<file path="src/hw/ssp_pkg.sv">
// constants and carrier types for the spi slave port
package ssp_pkg;

	// register byte offsets on the 8-bit register port
	localparam logic [7:0] SSP_ADDR_STATUS  = 8'h94;
	localparam logic [7:0] SSP_ADDR_CONTROL = 8'h14;
	localparam logic [7:0] SSP_ADDR_BUFFER  = 8'h13;
	localparam logic [7:0] SSP_ADDR_PINCFG  = 8'h95;
	localparam logic [7:0] SSP_ADDR_IRQSTAT = 8'h0C;
	localparam logic [7:0] SSP_ADDR_IRQMASK = 8'h8C;

	// serial_port_status fields
	localparam int SSP_STAT_SMP = 7;
	localparam int SSP_STAT_CKE = 6;
	localparam int SSP_STAT_BF  = 0;

	// port_control fields
	localparam int SSP_CTL_EN    = 5;
	localparam int SSP_CTL_CKP   = 4;
	localparam int SSP_CTL_MODE  = 0;
	localparam int SSP_MODE_W    = 4;

	// port mode encodings
	localparam logic [3:0] SSP_MODE_SLV_SS   = 4'h4;
	localparam logic [3:0] SSP_MODE_SLV_NOSS = 4'h5;

	// pin configuration and interrupt fields
	localparam int SSP_PIN_SDO_IN = 0;
	localparam int SSP_IRQ_BYTE   = 0;
	localparam int SSP_IRQ_WAKE   = 1;
	localparam int SSP_IRQ_W      = 2;

	// values after reset, and the last bit count
	localparam logic [7:0] SSP_STATUS_RST  = 8'h00;
	localparam logic [7:0] SSP_CONTROL_RST = 8'h00;
	localparam logic [7:0] SSP_PINCFG_RST  = 8'h01;
	localparam logic [7:0] SSP_BUFFER_RST  = 8'h00;
	localparam logic [1:0] SSP_IRQ_RST     = 2'h0;
	localparam logic [2:0] SSP_BITCNT_RST  = 3'h0;
	localparam logic [2:0] SSP_BITCNT_LAST = 3'h7;

	// synchroniser depth on pins
	localparam int SSP_SYNC_STAGES = 2;

	// pins coming from the external master
	typedef struct packed {
		logic sck;
		logic sdi;
		logic ss_n;
	} ssp_pins_in_t;

	// serial data output pin, three-state
	typedef struct packed {
		logic sdo;
		logic sdo_oe;
	} ssp_pins_out_t;

endpackage

</file>
<file path="src/hw/ssp_sync.sv">
// two-flop synchroniser for a group of asynchronous pins
`timescale 1ns/100ps
module ssp_sync
	import ssp_pkg::*;
#(
	parameter int WIDTH = 3
) (
	input  wire logic             mclk,
	input  wire logic             arst_n,
	input  wire logic [WIDTH-1:0] async_in,
	output logic      [WIDTH-1:0] sync_out
);

	// first stage is read by the second stage only
	logic [WIDTH-1:0] meta;

	always_ff @(posedge mclk or negedge arst_n) begin
		if (!arst_n) begin
			meta     <= '0;
			sync_out <= '0;
		end else begin
			meta     <= async_in;
			sync_out <= meta;
		end
	end

endmodule

</file>
<file path="src/hw/ssp_spi_slave.sv">
// spi slave shift logic, status/control registers and interrupt
`timescale 1ns/100ps
//Contract
// master samples at end of output time if phase bit set, else middle
// edge bit 1 shifts out on active-to-idle, 0 on idle-to-active
// buffer-full reads 1 after a complete byte, 0 when empty
// slave shifts only on master clock pulses, makes no clock
// slave sets port interrupt flag when final bit is latched
// keeps shifting in sleep and wakes core on a received byte
// select pin gates only in the slave-with-select mode encoding
// software keeps select pin an input with its latch high
// select low enables shifting both ways and drives sdo
// select high floats sdo at once, even mid byte
// select high or port disable forces bit counter to zero
// software picks select-gated mode when edge bit set in slave
// sdo configured as input never transmits
// completed byte copied to receive buffer, interrupt flag set
// write to data buffer loads buffer and shift register; a byte completing that cycle takes the buffer
// i2c-only status bits read as zero in spi operation
module ssp_spi_slave
	import ssp_pkg::*;
(
	input  wire logic          mclk,
	input  wire logic          arst_n,
	input  wire logic [7:0]    reg_addr,
	input  wire logic [7:0]    reg_wdata,
	input  wire logic          reg_wr,
	input  wire logic          reg_rd,
	output logic      [7:0]    reg_rdata,
	input  wire ssp_pins_in_t  pins_in,
	output ssp_pins_out_t      pins_out,
	input  wire logic          sleep_mode,
	output logic               wake,
	output logic               irq
);

	// true for both slave encodings; master modes are not built here
	function automatic logic is_slave(input logic [SSP_MODE_W-1:0] m);
		is_slave = (m == SSP_MODE_SLV_SS) || (m == SSP_MODE_SLV_NOSS);
	endfunction

	function automatic logic hit(input logic [7:0] a, input logic [7:0] o);
		hit = (a == o);
	endfunction

	ssp_pins_in_t       pins_s;
	logic               sck_d;
	logic [7:0]         status;
	logic [7:0]         control;
	logic [7:0]         pincfg;
	logic [7:0]         rx_tx_buffer;
	logic [7:0]         serial_shift_register;
	logic [2:0]         bitcnt;
	logic               sdo_q;
	logic [SSP_IRQ_W-1:0] irq_stat;
	logic [SSP_IRQ_W-1:0] irq_mask;

	logic               port_en;
	logic               clock_idle_polarity;
	logic               cke;
	logic [SSP_MODE_W-1:0] mode;
	logic               slave_on;
	logic               ss_mode;
	logic               port_rst;
	logic               shift_en;
	logic               sdo_in_cfg;
	logic               sck_rise;
	logic               sck_fall;
	logic               edge_to_active;
	logic               edge_to_idle;
	logic               smp_edge;
	logic               out_edge;
	logic               byte_done;
	logic               buf_wr;
	logic               buf_rd;
	logic [7:0]         rx_byte;
	logic [SSP_IRQ_W-1:0] irq_set;
	logic [SSP_IRQ_W-1:0] irq_clr;

	// pins from the master are asynchronous to mclk
	ssp_sync #(
		.WIDTH($bits(ssp_pins_in_t))
	) u_sync (
		.mclk    (mclk),
		.arst_n  (arst_n),
		.async_in(pins_in),
		.sync_out(pins_s)
	);

	assign port_en    = control[SSP_CTL_EN];
	assign clock_idle_polarity        = control[SSP_CTL_CKP];
	assign mode       = control[SSP_CTL_MODE +: SSP_MODE_W];
	assign cke        = status[SSP_STAT_CKE];
	assign sdo_in_cfg = pincfg[SSP_PIN_SDO_IN];
	assign slave_on   = port_en && is_slave(mode);
	assign ss_mode    = (mode == SSP_MODE_SLV_SS);

	// port reset: disable, or select released in select-gated mode
	assign port_rst = !port_en || (slave_on && ss_mode && pins_s.ss_n);

	// other encodings ignore the select pin entirely
	assign shift_en = slave_on && (!ss_mode || !pins_s.ss_n);

	// edges of the master's clock, found on the synchronised copy
	always_ff @(posedge mclk or negedge arst_n) begin
		if (!arst_n) begin
			sck_d <= 1'b0;
		end else begin
			sck_d <= pins_s.sck;
		end
	end

	assign sck_rise = pins_s.sck && !sck_d;
	assign sck_fall = !pins_s.sck && sck_d;

	// idle level is the polarity bit; leaving it is the active edge
	assign edge_to_active = clock_idle_polarity ? sck_fall : sck_rise;
	assign edge_to_idle   = clock_idle_polarity ? sck_rise : sck_fall;

	// output edge by the edge-select bit
	assign out_edge = cke ? edge_to_idle : edge_to_active;
	// slave samples at mid-bit, the edge opposite the output edge;
	// end-of-bit sampling only applies to master clocking
	assign smp_edge = cke ? edge_to_active : edge_to_idle;

	assign byte_done = shift_en && smp_edge && (bitcnt == SSP_BITCNT_LAST);
	assign rx_byte   = {serial_shift_register[6:0], pins_s.sdi};

	assign buf_wr = reg_wr && hit(reg_addr, SSP_ADDR_BUFFER);
	assign buf_rd = reg_rd && hit(reg_addr, SSP_ADDR_BUFFER);

	// bit counter
	always_ff @(posedge mclk or negedge arst_n) begin
		if (!arst_n) begin
			bitcnt <= SSP_BITCNT_RST;
		end else if (port_rst) begin
			bitcnt <= SSP_BITCNT_RST;
		end else if (shift_en && smp_edge) begin
			bitcnt <= bitcnt + 3'h1;
		end
	end

	// shift register: software load beats a coincident sample edge
	always_ff @(posedge mclk or negedge arst_n) begin
		if (!arst_n) begin
			serial_shift_register <= SSP_BUFFER_RST;
		end else if (buf_wr) begin
			serial_shift_register <= reg_wdata;
		end else if (shift_en && smp_edge) begin
			serial_shift_register <= rx_byte;
		end
	end

	// receive buffer; a write loads it too since tx is single-buffered; a new byte wins
	always_ff @(posedge mclk or negedge arst_n) begin
		if (!arst_n) begin
			rx_tx_buffer <= SSP_BUFFER_RST;
		end else if (byte_done) begin
			rx_tx_buffer <= rx_byte;
		end else if (buf_wr) begin
			rx_tx_buffer <= reg_wdata;
		end
	end

	// data bit on sdo: msb ready at load, next bit on each output edge
	always_ff @(posedge mclk or negedge arst_n) begin
		if (!arst_n) begin
			sdo_q <= 1'b0;
		end else if (buf_wr) begin
			sdo_q <= reg_wdata[7];
		end else if (shift_en && out_edge) begin
			sdo_q <= serial_shift_register[7];
		end
	end

	// drive enable follows the select pin in select-gated mode, not the byte position
	assign pins_out.sdo    = sdo_q;
	assign pins_out.sdo_oe = shift_en && !sdo_in_cfg;

	// status: only the phase and edge bits are writable
	always_ff @(posedge mclk or negedge arst_n) begin
		if (!arst_n) begin
			status <= SSP_STATUS_RST;
		end else begin
			if (reg_wr && hit(reg_addr, SSP_ADDR_STATUS)) begin
				status[SSP_STAT_SMP] <= reg_wdata[SSP_STAT_SMP];
				status[SSP_STAT_CKE] <= reg_wdata[SSP_STAT_CKE];
			end
			// reading the buffer empties it; a new byte wins
			if (byte_done) begin
				status[SSP_STAT_BF] <= 1'b1;
			end else if (buf_rd || !port_en) begin
				status[SSP_STAT_BF] <= 1'b0;
			end
			status[5:1] <= 5'h00;
		end
	end

	// control and pin direction
	always_ff @(posedge mclk or negedge arst_n) begin
		if (!arst_n) begin
			control <= SSP_CONTROL_RST;
			pincfg  <= SSP_PINCFG_RST;
		end else begin
			if (reg_wr && hit(reg_addr, SSP_ADDR_CONTROL)) begin
				control <= reg_wdata;
			end
			if (reg_wr && hit(reg_addr, SSP_ADDR_PINCFG)) begin
				pincfg <= reg_wdata;
			end
		end
	end

	// interrupt status: set wins over write-one-to-clear
	assign irq_set[SSP_IRQ_BYTE] = byte_done;
	assign irq_set[SSP_IRQ_WAKE] = byte_done && sleep_mode;
	assign irq_clr = (reg_wr && hit(reg_addr, SSP_ADDR_IRQSTAT)) ?
		reg_wdata[SSP_IRQ_W-1:0] : SSP_IRQ_RST;

	always_ff @(posedge mclk or negedge arst_n) begin
		if (!arst_n) begin
			irq_stat <= SSP_IRQ_RST;
		end else begin
			irq_stat <= irq_set | (irq_stat & ~irq_clr);
		end
	end

	always_ff @(posedge mclk or negedge arst_n) begin
		if (!arst_n) begin
			irq_mask <= SSP_IRQ_RST;
		end else if (reg_wr && hit(reg_addr, SSP_ADDR_IRQMASK)) begin
			irq_mask <= reg_wdata[SSP_IRQ_W-1:0];
		end
	end

	assign irq = |(irq_stat & irq_mask);

	// wake stands until software clears the wake status bit
	always_ff @(posedge mclk or negedge arst_n) begin
		if (!arst_n) begin
			wake <= 1'b0;
		end else if (irq_set[SSP_IRQ_WAKE]) begin
			wake <= 1'b1;
		end else if (irq_clr[SSP_IRQ_WAKE]) begin
			wake <= 1'b0;
		end
	end

	// read data one cycle after the strobe, zero otherwise
	always_ff @(posedge mclk or negedge arst_n) begin
		if (!arst_n) begin
			reg_rdata <= 8'h00;
		end else if (!reg_rd) begin
			reg_rdata <= 8'h00;
		end else if (hit(reg_addr, SSP_ADDR_STATUS)) begin
			reg_rdata <= status;
		end else if (hit(reg_addr, SSP_ADDR_CONTROL)) begin
			reg_rdata <= control;
		end else if (hit(reg_addr, SSP_ADDR_BUFFER)) begin
			reg_rdata <= rx_tx_buffer;
		end else if (hit(reg_addr, SSP_ADDR_PINCFG)) begin
			reg_rdata <= pincfg;
		end else if (hit(reg_addr, SSP_ADDR_IRQSTAT)) begin
			reg_rdata <= {6'h00, irq_stat};
		end else if (hit(reg_addr, SSP_ADDR_IRQMASK)) begin
			reg_rdata <= {6'h00, irq_mask};
		end else begin
			reg_rdata <= 8'h00;
		end
	end

	a_bf_on_byte: assert property (@(posedge mclk) disable iff (!arst_n)
		byte_done |=> status[SSP_STAT_BF] && rx_tx_buffer == $past(rx_byte))
		else $error("buffer full not set after byte");

	a_irq_on_byte: assert property (@(posedge mclk) disable iff (!arst_n)
		byte_done |=> irq_stat[SSP_IRQ_BYTE])
		else $error("irq flag not set on last bit");

	a_wake_in_sleep: assert property (@(posedge mclk) disable iff (!arst_n)
		byte_done && sleep_mode |=> wake && irq_stat[SSP_IRQ_WAKE])
		else $error("no wake on byte in sleep");

	a_sdo_float_ss: assert property (@(posedge mclk) disable iff (!arst_n)
		ss_mode && pins_s.ss_n |-> !pins_out.sdo_oe)
		else $error("sdo driven with select high");

	a_sdo_drive_ss: assert property (@(posedge mclk) disable iff (!arst_n)
		slave_on && !pins_s.ss_n && !sdo_in_cfg |-> pins_out.sdo_oe)
		else $error("sdo not driven with select low");

	a_cnt_port_rst: assert property (@(posedge mclk) disable iff (!arst_n)
		port_rst |=> bitcnt == SSP_BITCNT_RST)
		else $error("bit counter not cleared by port reset");

	a_no_clk_hold: assert property (@(posedge mclk) disable iff (!arst_n)
		!(shift_en && smp_edge) && !buf_wr |=>
			$stable(serial_shift_register) && $stable(bitcnt) || $past(port_rst))
		else $error("shift without master clock edge");

	a_sdo_in_cfg: assert property (@(posedge mclk) disable iff (!arst_n)
		sdo_in_cfg |-> !pins_out.sdo_oe)
		else $error("sdo driven while configured input");

	a_load_both: assert property (@(posedge mclk) disable iff (!arst_n)
		buf_wr && !byte_done |=> serial_shift_register == $past(reg_wdata)
			&& rx_tx_buffer == $past(reg_wdata) && sdo_q == $past(reg_wdata[7]))
		else $error("buffer write did not load both");

	a_i2c_bits_zero: assert property (@(posedge mclk) disable iff (!arst_n)
		reg_rd && hit(reg_addr, SSP_ADDR_STATUS) |=> reg_rdata[5:1] == 5'h00)
		else $error("i2c status bits not zero");

	a_out_edge_bit: assert property (@(posedge mclk) disable iff (!arst_n)
		shift_en && out_edge && !buf_wr |=>
			sdo_q == $past(serial_shift_register[7]))
		else $error("sdo not updated on output edge");

	a_ss_ignored: assert property (@(posedge mclk) disable iff (!arst_n)
		slave_on && !ss_mode |-> shift_en)
		else $error("select pin gated outside select mode");

	a_bf_clr_read: assert property (@(posedge mclk) disable iff (!arst_n)
		buf_rd && !byte_done |=> !status[SSP_STAT_BF])
		else $error("buffer full not cleared by read");

	a_buf_rd_data: assert property (@(posedge mclk) disable iff (!arst_n)
		buf_rd |=> reg_rdata == $past(rx_tx_buffer))
		else $error("buffer read returned wrong byte");

	a_cnt_byte_end: assert property (@(posedge mclk) disable iff (!arst_n)
		byte_done |=> bitcnt == SSP_BITCNT_RST)
		else $error("bit counter not back at zero after byte");

	a_idle_no_shift: assert property (@(posedge mclk) disable iff (!arst_n)
		!slave_on |=> $stable(serial_shift_register) || $past(buf_wr))
		else $error("shift register moved outside slave mode");

	a_oe_off_idle: assert property (@(posedge mclk) disable iff (!arst_n)
		!slave_on |-> !pins_out.sdo_oe)
		else $error("sdo driven outside slave mode");

	a_wake_awake: assert property (@(posedge mclk) disable iff (!arst_n)
		byte_done && !sleep_mode && !wake |=> !wake)
		else $error("wake raised while awake");

endmodule

</file>
<file path="config.mk">
export PLATFORM = sky130hd
export DESIGN_NAME = ssp_spi_slave
export DESIGN_NICKNAME = d
export VERILOG_FILES = /design/src/hw/ssp_pkg.sv /design/src/hw/ssp_sync.sv /design/src/hw/ssp_spi_slave.sv
export SDC_FILE = /design/constraint.sdc
export NUM_CORES = 1
export LEC_CHECK = 0
export BUFFER_PORTS_ARGS = -buffer_cell sky130_fd_sc_hd__buf_2
export CAP_MARGIN = 20
export CELL_PAD_IN_SITES_DETAIL_PLACEMENT = 1
export CELL_PAD_IN_SITES_GLOBAL_PLACEMENT = 1
export CORE_MARGIN = 4
export CORE_UTILIZATION = 40
export DETAILED_ROUTE_END_ITERATION = 8
export GPL_ROUTABILITY_DRIVEN = 0
export HOLD_SLACK_MARGIN = 0.15
export PLACE_DENSITY_LB_ADDON = 0.2
export SYNTH_ARGS = -nofsm -noshare
export SYNTH_HDL_FRONTEND = slang
export SYNTH_SLANG_ARGS = --single-unit
</file>
<file path="constraint.sdc">
create_clock -name mclk -period 2.6 [get_ports mclk]
set_clock_uncertainty 0.1 [all_clocks]
set_input_delay 0.26 -clock mclk [delete_from_list [all_inputs] [get_ports mclk]]
set_output_delay 0.26 -clock mclk [all_outputs]
set_load 0.01 [all_outputs]
</file>
Yosys cells after proc, flatten, opt, wreduce, memory -nomap -nowiden
Cells that the tools add are included.
- register bits: 59
- output and inout bits: 12
- add/subtract/negate cells: 1
- eq/ne operators: 9
- muxes and demuxes: 24
- bitwise operators: 4
- reduce and logical (&&, ||, !) cells: 35
- operators by type and width (kind ; count):
    two-way mux 8 bit ; 9
    equality test 8 bit, second input constant ; 3
    logical AND 1 bit ; 18
    equality test 8 x 5 -> 1 bit, second input constant ; 2
    nonzero test 2 bit ; 6
    two-way mux 1 bit ; 10
    equality test 4 x 3 -> 1 bit, second input constant ; 2
    equality test 8 x 4 -> 1 bit, second input constant ; 1
    zero test 1 bit ; 6
    two-way mux 2 bit ; 3
    two-way mux 3 bit ; 2
    AND 2 bit ; 2
    logical OR 1 bit ; 4
    adder 3 x 1 -> 3 bit, second input constant ; 1
    equality test 3 bit, second input constant ; 1
    NOT 2 bit ; 1
    OR 2 bit ; 1
    OR reduction 2 bit ; 1

Depth between registers and ports, before layout
- depth after elaboration: 8
- depth in mapped cells: 6
- gate-level depth less buffers: 4

Modules after synthesis
A second synthesis with hierarchy kept.
- cells, all modules: 258
- area total of the unflattened synthesis: 2880.3 um^2
- modules (own cells, without submodules) (module ; instances ; cells an instance ; area an instance (um^2) ; seq. area each (um^2)):
    ssp_spi_slave ; 1 ; 252 ; 2730.1 ; 1327.5
    ssp_sync ; 1 ; 6 ; 150.1 ; 150.1

Least setup slack after synthesis
OpenSTA, ideal clock, no wires.
- path type: input port to flip-flop
- start: in reg_addr[5]
- end: reg reg_rdata[0]
- library setup time: 0.126 ns
- arrival: 1.714 ns
- data required time: 2.374 ns
- setup slack: 0.660 ns
- stages on the path: 5
- cells stage by stage: or4b_1 > buf_2 > o41a_1 > o2111a_1 > a221o_1
- word-level cells in the longest chain between the ends: 8
- RTL lines (what ; RTL line ; RTL):
    from (decl) ; ssp_spi_slave.sv:25 ; input wire logic [7:0] reg_addr,
    equality test 8 bit ; ssp_spi_slave.sv:43 ; hit = (a == o);
    two-way mux 2 bit ; ssp_spi_slave.sv:265 ; end else if (hit(reg_addr, SSP_ADDR_IRQMASK)) begin
    two-way mux 2 bit ; ssp_spi_slave.sv:263 ; end else if (hit(reg_addr, SSP_ADDR_IRQSTAT)) begin
    two-way mux 8 bit ; ssp_spi_slave.sv:261 ; end else if (hit(reg_addr, SSP_ADDR_PINCFG)) begin
    two-way mux 8 bit ; ssp_spi_slave.sv:259 ; end else if (hit(reg_addr, SSP_ADDR_BUFFER)) begin
    two-way mux 8 bit ; ssp_spi_slave.sv:257 ; end else if (hit(reg_addr, SSP_ADDR_CONTROL)) begin
    two-way mux 8 bit * ; ssp_spi_slave.sv:255 ; end else if (hit(reg_addr, SSP_ADDR_STATUS)) begin
    two-way mux 8 bit * ; ssp_spi_slave.sv:253 ; end else if (!reg_rd) begin
    to (signal assigned) ; ssp_spi_slave.sv:256 ; reg_rdata <= status;
    to (signal assigned) ; ssp_spi_slave.sv:258 ; reg_rdata <= control;
    to (signal assigned) ; ssp_spi_slave.sv:260 ; reg_rdata <= rx_tx_buffer;
    to (decl) ; ssp_spi_slave.sv:29 ; output logic [7:0] reg_rdata,
Mark *: on every way between the ends. The rest lies on a longest branch, timed or not.
A chain may end at the register's enable or synchronous reset.

==> results by group <==
Run status
  • Outcome: finished, final reports clean

Timing
  • Slew Viols, Final: 0
  • Least-Margin Pin Slew: 0.605 ns
  • Worst Setup Slack, final: 0.427 ns
  • Final-report setup violation count: 0
  • Period utilization: 83.6%
  • Setup TNS: 0 ns
  • Unrepaired setup endpoints after global routing: no
  • Final Hold Viols: 0
  • F_max: 460 MHz
  • Tmin final: 2.17 ns
  • Slew HR: 59.6%

Setup path
  • Buf/Inv on CP: 1
  • Worst-path maximum fanout: 3
  • Critical-path cell list: nor3b_1, nand3_1, nor2_1, buf_2
  • Worst path required time: 2.24 ns
  • Crit-path max cell delay: 0.53 ns
  • Register-to-Register Path Depth: 4
  • CP max-delay cell: nor3b_1
  • Worst path depth: 4
  • Setup crit end kind: primary output
  • Startpoint types: register
  • Worst setup path category: register to primary output
  • Largest delay share family, worst path: simple AND/OR/NAND/NOR gates
  • WP data arrival: 1.81 ns

Die
  • Die Y: 91.4 microns
  • Row cnt: 30
  • Starting Density: 41.0%
  • Core area: 6790 sq um
  • Die width: 91.4 microns
  • Die area: 8360 sq um
  • Ports: 36

Clocking
  • Worst-skew pair later-pin latency: 0.33 ns
  • Worst-path clk slew: 0.07 ns
  • Post-CTS setup buffers: 0
  • Clk sinks: 59
  • Htree depth: 3
  • TritonCTS buffer count: 9
  • Worst-case clock buffer depth: 2
  • Post-cts resize count: 0
  • CTS tree: done
  • Clk root buf: clkbuf_8

Detailed routing
  • Drt total wl: 7420 microns
  • Vias per inst: 5.46
  • Routed wire per std cell: 18.5 microns
  • DRT Pass-1 Iters: 5
  • Vias: 2191
  • Post-DRT Antenna Nets: 0
  • M1 WL: 3380 microns
  • Highest metal used: met4
  • WL met3: 268 microns
  • # DRC: 0
  • Met2 routed WL: 3640 microns
  • 1st-iter DRT viols: 83

Synth
  • Async set-reset flop share out of synthesis: 100%
  • Number of enable flip-flop cells after synthesis: 0
  • Syn_area_per_cell: 11.2 sq um
  • Post-synth top flop: dfrtp_1
  • Top post-synthesis cells by area: dfrtp_1 (52%), mux2_2 (8.5%), mux2i_1 (4.7%), nand4_1 (3.6%), nand2_1 (2.8%)
  • Synth top cells by count: dfrtp_1 (58), mux2_2 (21), nand2_1 (21)
  • Synth area leader: dfrtp_1
  • YS warnings: 0
  • Fraction of the mapped netlist area in simple logic gates: 15.6%
  • Synthesized flop and latch total: 59
  • Adder-Cell Fraction of Synth Area: 0.898%
  • Compound-Gate Fraction of Synth Area: 13.7%
  • Mux contribution to synthesized area: 13.2%
  • Post-Synth XOR/XNOR Area: 0.314%
  • Main combinational cell family by area after synthesis: simple AND/OR/NAND/NOR gates
  • Mapped Area: 2790 sq um
  • Post-synth net total: 274
  • Share of the synthesized area in the top cell type: 52.1%
  • Post-synthesis sequential area ratio: 53.1%
  • Synth cell types: 45
  • Count leader, synth: dfrtp_1
  • Post-Synthesis Cells: 248

Finish
  • Layout area overhead: 22.9%
  • Design area: 3420 sq um
  • Layout cells sized above 1: 28.5%
  • Antenna cells: 0
  • Post-Layout Cell Count: 401
  • Fill count: 762
  • Layout net count: 326

Pwr
  • Peak supply drop: 0.000241 V
  • Seq pwr share: 46.8%
  • Power Dens Cells: 610 nW/um^2
  • Clk pwr share: 46.0%
  • Comb pwr share: 7.2%
  • Pleak: 1.63 nW
  • Internal: 1.61 mW
  • Total power: 2.09 mW
  • NetSw: 0.483 mW
  • Sw frac: 23.1%

Hold path
  • Hold path cells: 2
  • Hold/Removal Path Class: input pin to register

Global routing
  • GRT overflow: 0
  • First-pass GRT wire length: 12500 microns
  • Initial antenna violation count: 0
  • Vias in the first global route: 2409
  • Largest net degree at the start of global routing: 25
  • All-Layer GR Usage: 19.1%

Placement
  • Port bufs: 35
  • Dpl cells: 374
  • Dpl hpwl: 5230 microns
  • Area after DPL: 3090 sq um
  • Worst slack, placed: 0.414 ns

Flow run
  • # Max-Cap Violations: 0
[repair_timing]
action | 4_1_cts | 5_1_grt
setup endpoints to repair | 0 | 0
hold buffers | 11 | 0
endpoints found under the hold margin | 37 | 0
[worst paths after layout]
kind                                     start                 end  slack (ns)
worst max register to register      control[1]     rx_tx_buffer[5]        0.47
worst min register to register  u_sync.meta[1]  u_sync.sync_out[1]        0.25
min in group asynchronous               arst_n         irq_mask[0]        0.32
worst max-delay path                control[1]         pins_out[0]        0.43
max in group asynchronous               arst_n     rx_tx_buffer[4]        1.39
worst min-delay path              reg_wdata[7]           pincfg[7]        0.17
[layout by cell type, fill, tap and decap left out, types with 11 or more instances in the layout]
cell type | netlist | layout
dfrtp_1 | 58 | 58
buf_2 | 2 | 35
nand2_1 | 21 | 21
mux2_2 | 21 | 21
nand4_1 | 16 | 16
mux2i_1 | 13 | 13
o21ai_0 | 13 | 13
clkbuf_8 | 0 | 11
dlygate4sd3_1 | 0 | 11
[metal layers]
| metal | vias up | global-route usage (%) |
|---|---|---|
| met4 | 0 | 6.66 |
| met1 | 1108 | 24.5 |
| li1 | 1028 | - |
| met2 | 40 | 30.9 |
| met3 | 15 | 5.30 |
| met5 | - | 0 |
[sequential cells by signal, indices dropped and copies added (netlist names), 2 cells and up]
register / flops
bitcnt: 3
control: 8
irq_mask: 2
irq_stat: 2
pincfg: 8
reg_rdata: 8
rx_tx_buffer: 8
serial_shift_register: 8
status: 3
u_sync.meta: 3
u_sync.sync_out: 3
[cell families (layout without fill, tap and decap cells)]
| kind of cell | count (synthesis) | after routing |
|---|---|---|
| xor+xnor | 1 | 1 |
| buf+inv | 22 | 79 |
| flops | 59 | 59 |
| compound gates | 52 | 52 |
| simple gates | 78 | 78 |
| mux | 34 | 34 |
| fa+ha+maj | 2 | 2 |
[power groups by stage]
stage,combinational (mW),clock (mW),sequential [mW]
finish,0.150,0.961,0.977
global route,0.169,1.03,0.980
global placement,0.134,0,0.993
detailed placement,0.138,0,0.994
CTS,0.152,0.977,0.977
floorplan,0.0690,0,0.984
[cell type report]
class | count | area, sq um | area share [%]
multi-input combinational | 167 | 1210 | 35.5
sequential | 59 | 1480 | 43.2
inverter | 8 | 30.0 | 0.878
clock inverter | 5 | 75.1 | 2.19
timing repair buffer | 55 | 353 | 10.3
clock buffer | 11 | 151 | 4.42
tap | 96 | 120 | 3.51
[per-stage QoR]
step / utilization, % / hold WS, ns
floorplan: - / -0.136
global placement: 45.4 / 0.151
detailed placement: 45.4 / 0.158
CTS: 50.4 / 0.158
global route: 50.4 / 0.159
finish: 50.4 / 0.166
[worst reg2reg max path: stages, from the launching register on]
cell	delay [ns]
dfrtp_1	0.40
nor3b_1	0.54
and3_1	0.28
and3_1	0.46
o21ai_0	0.19
(Power assumes the default switching activity.)
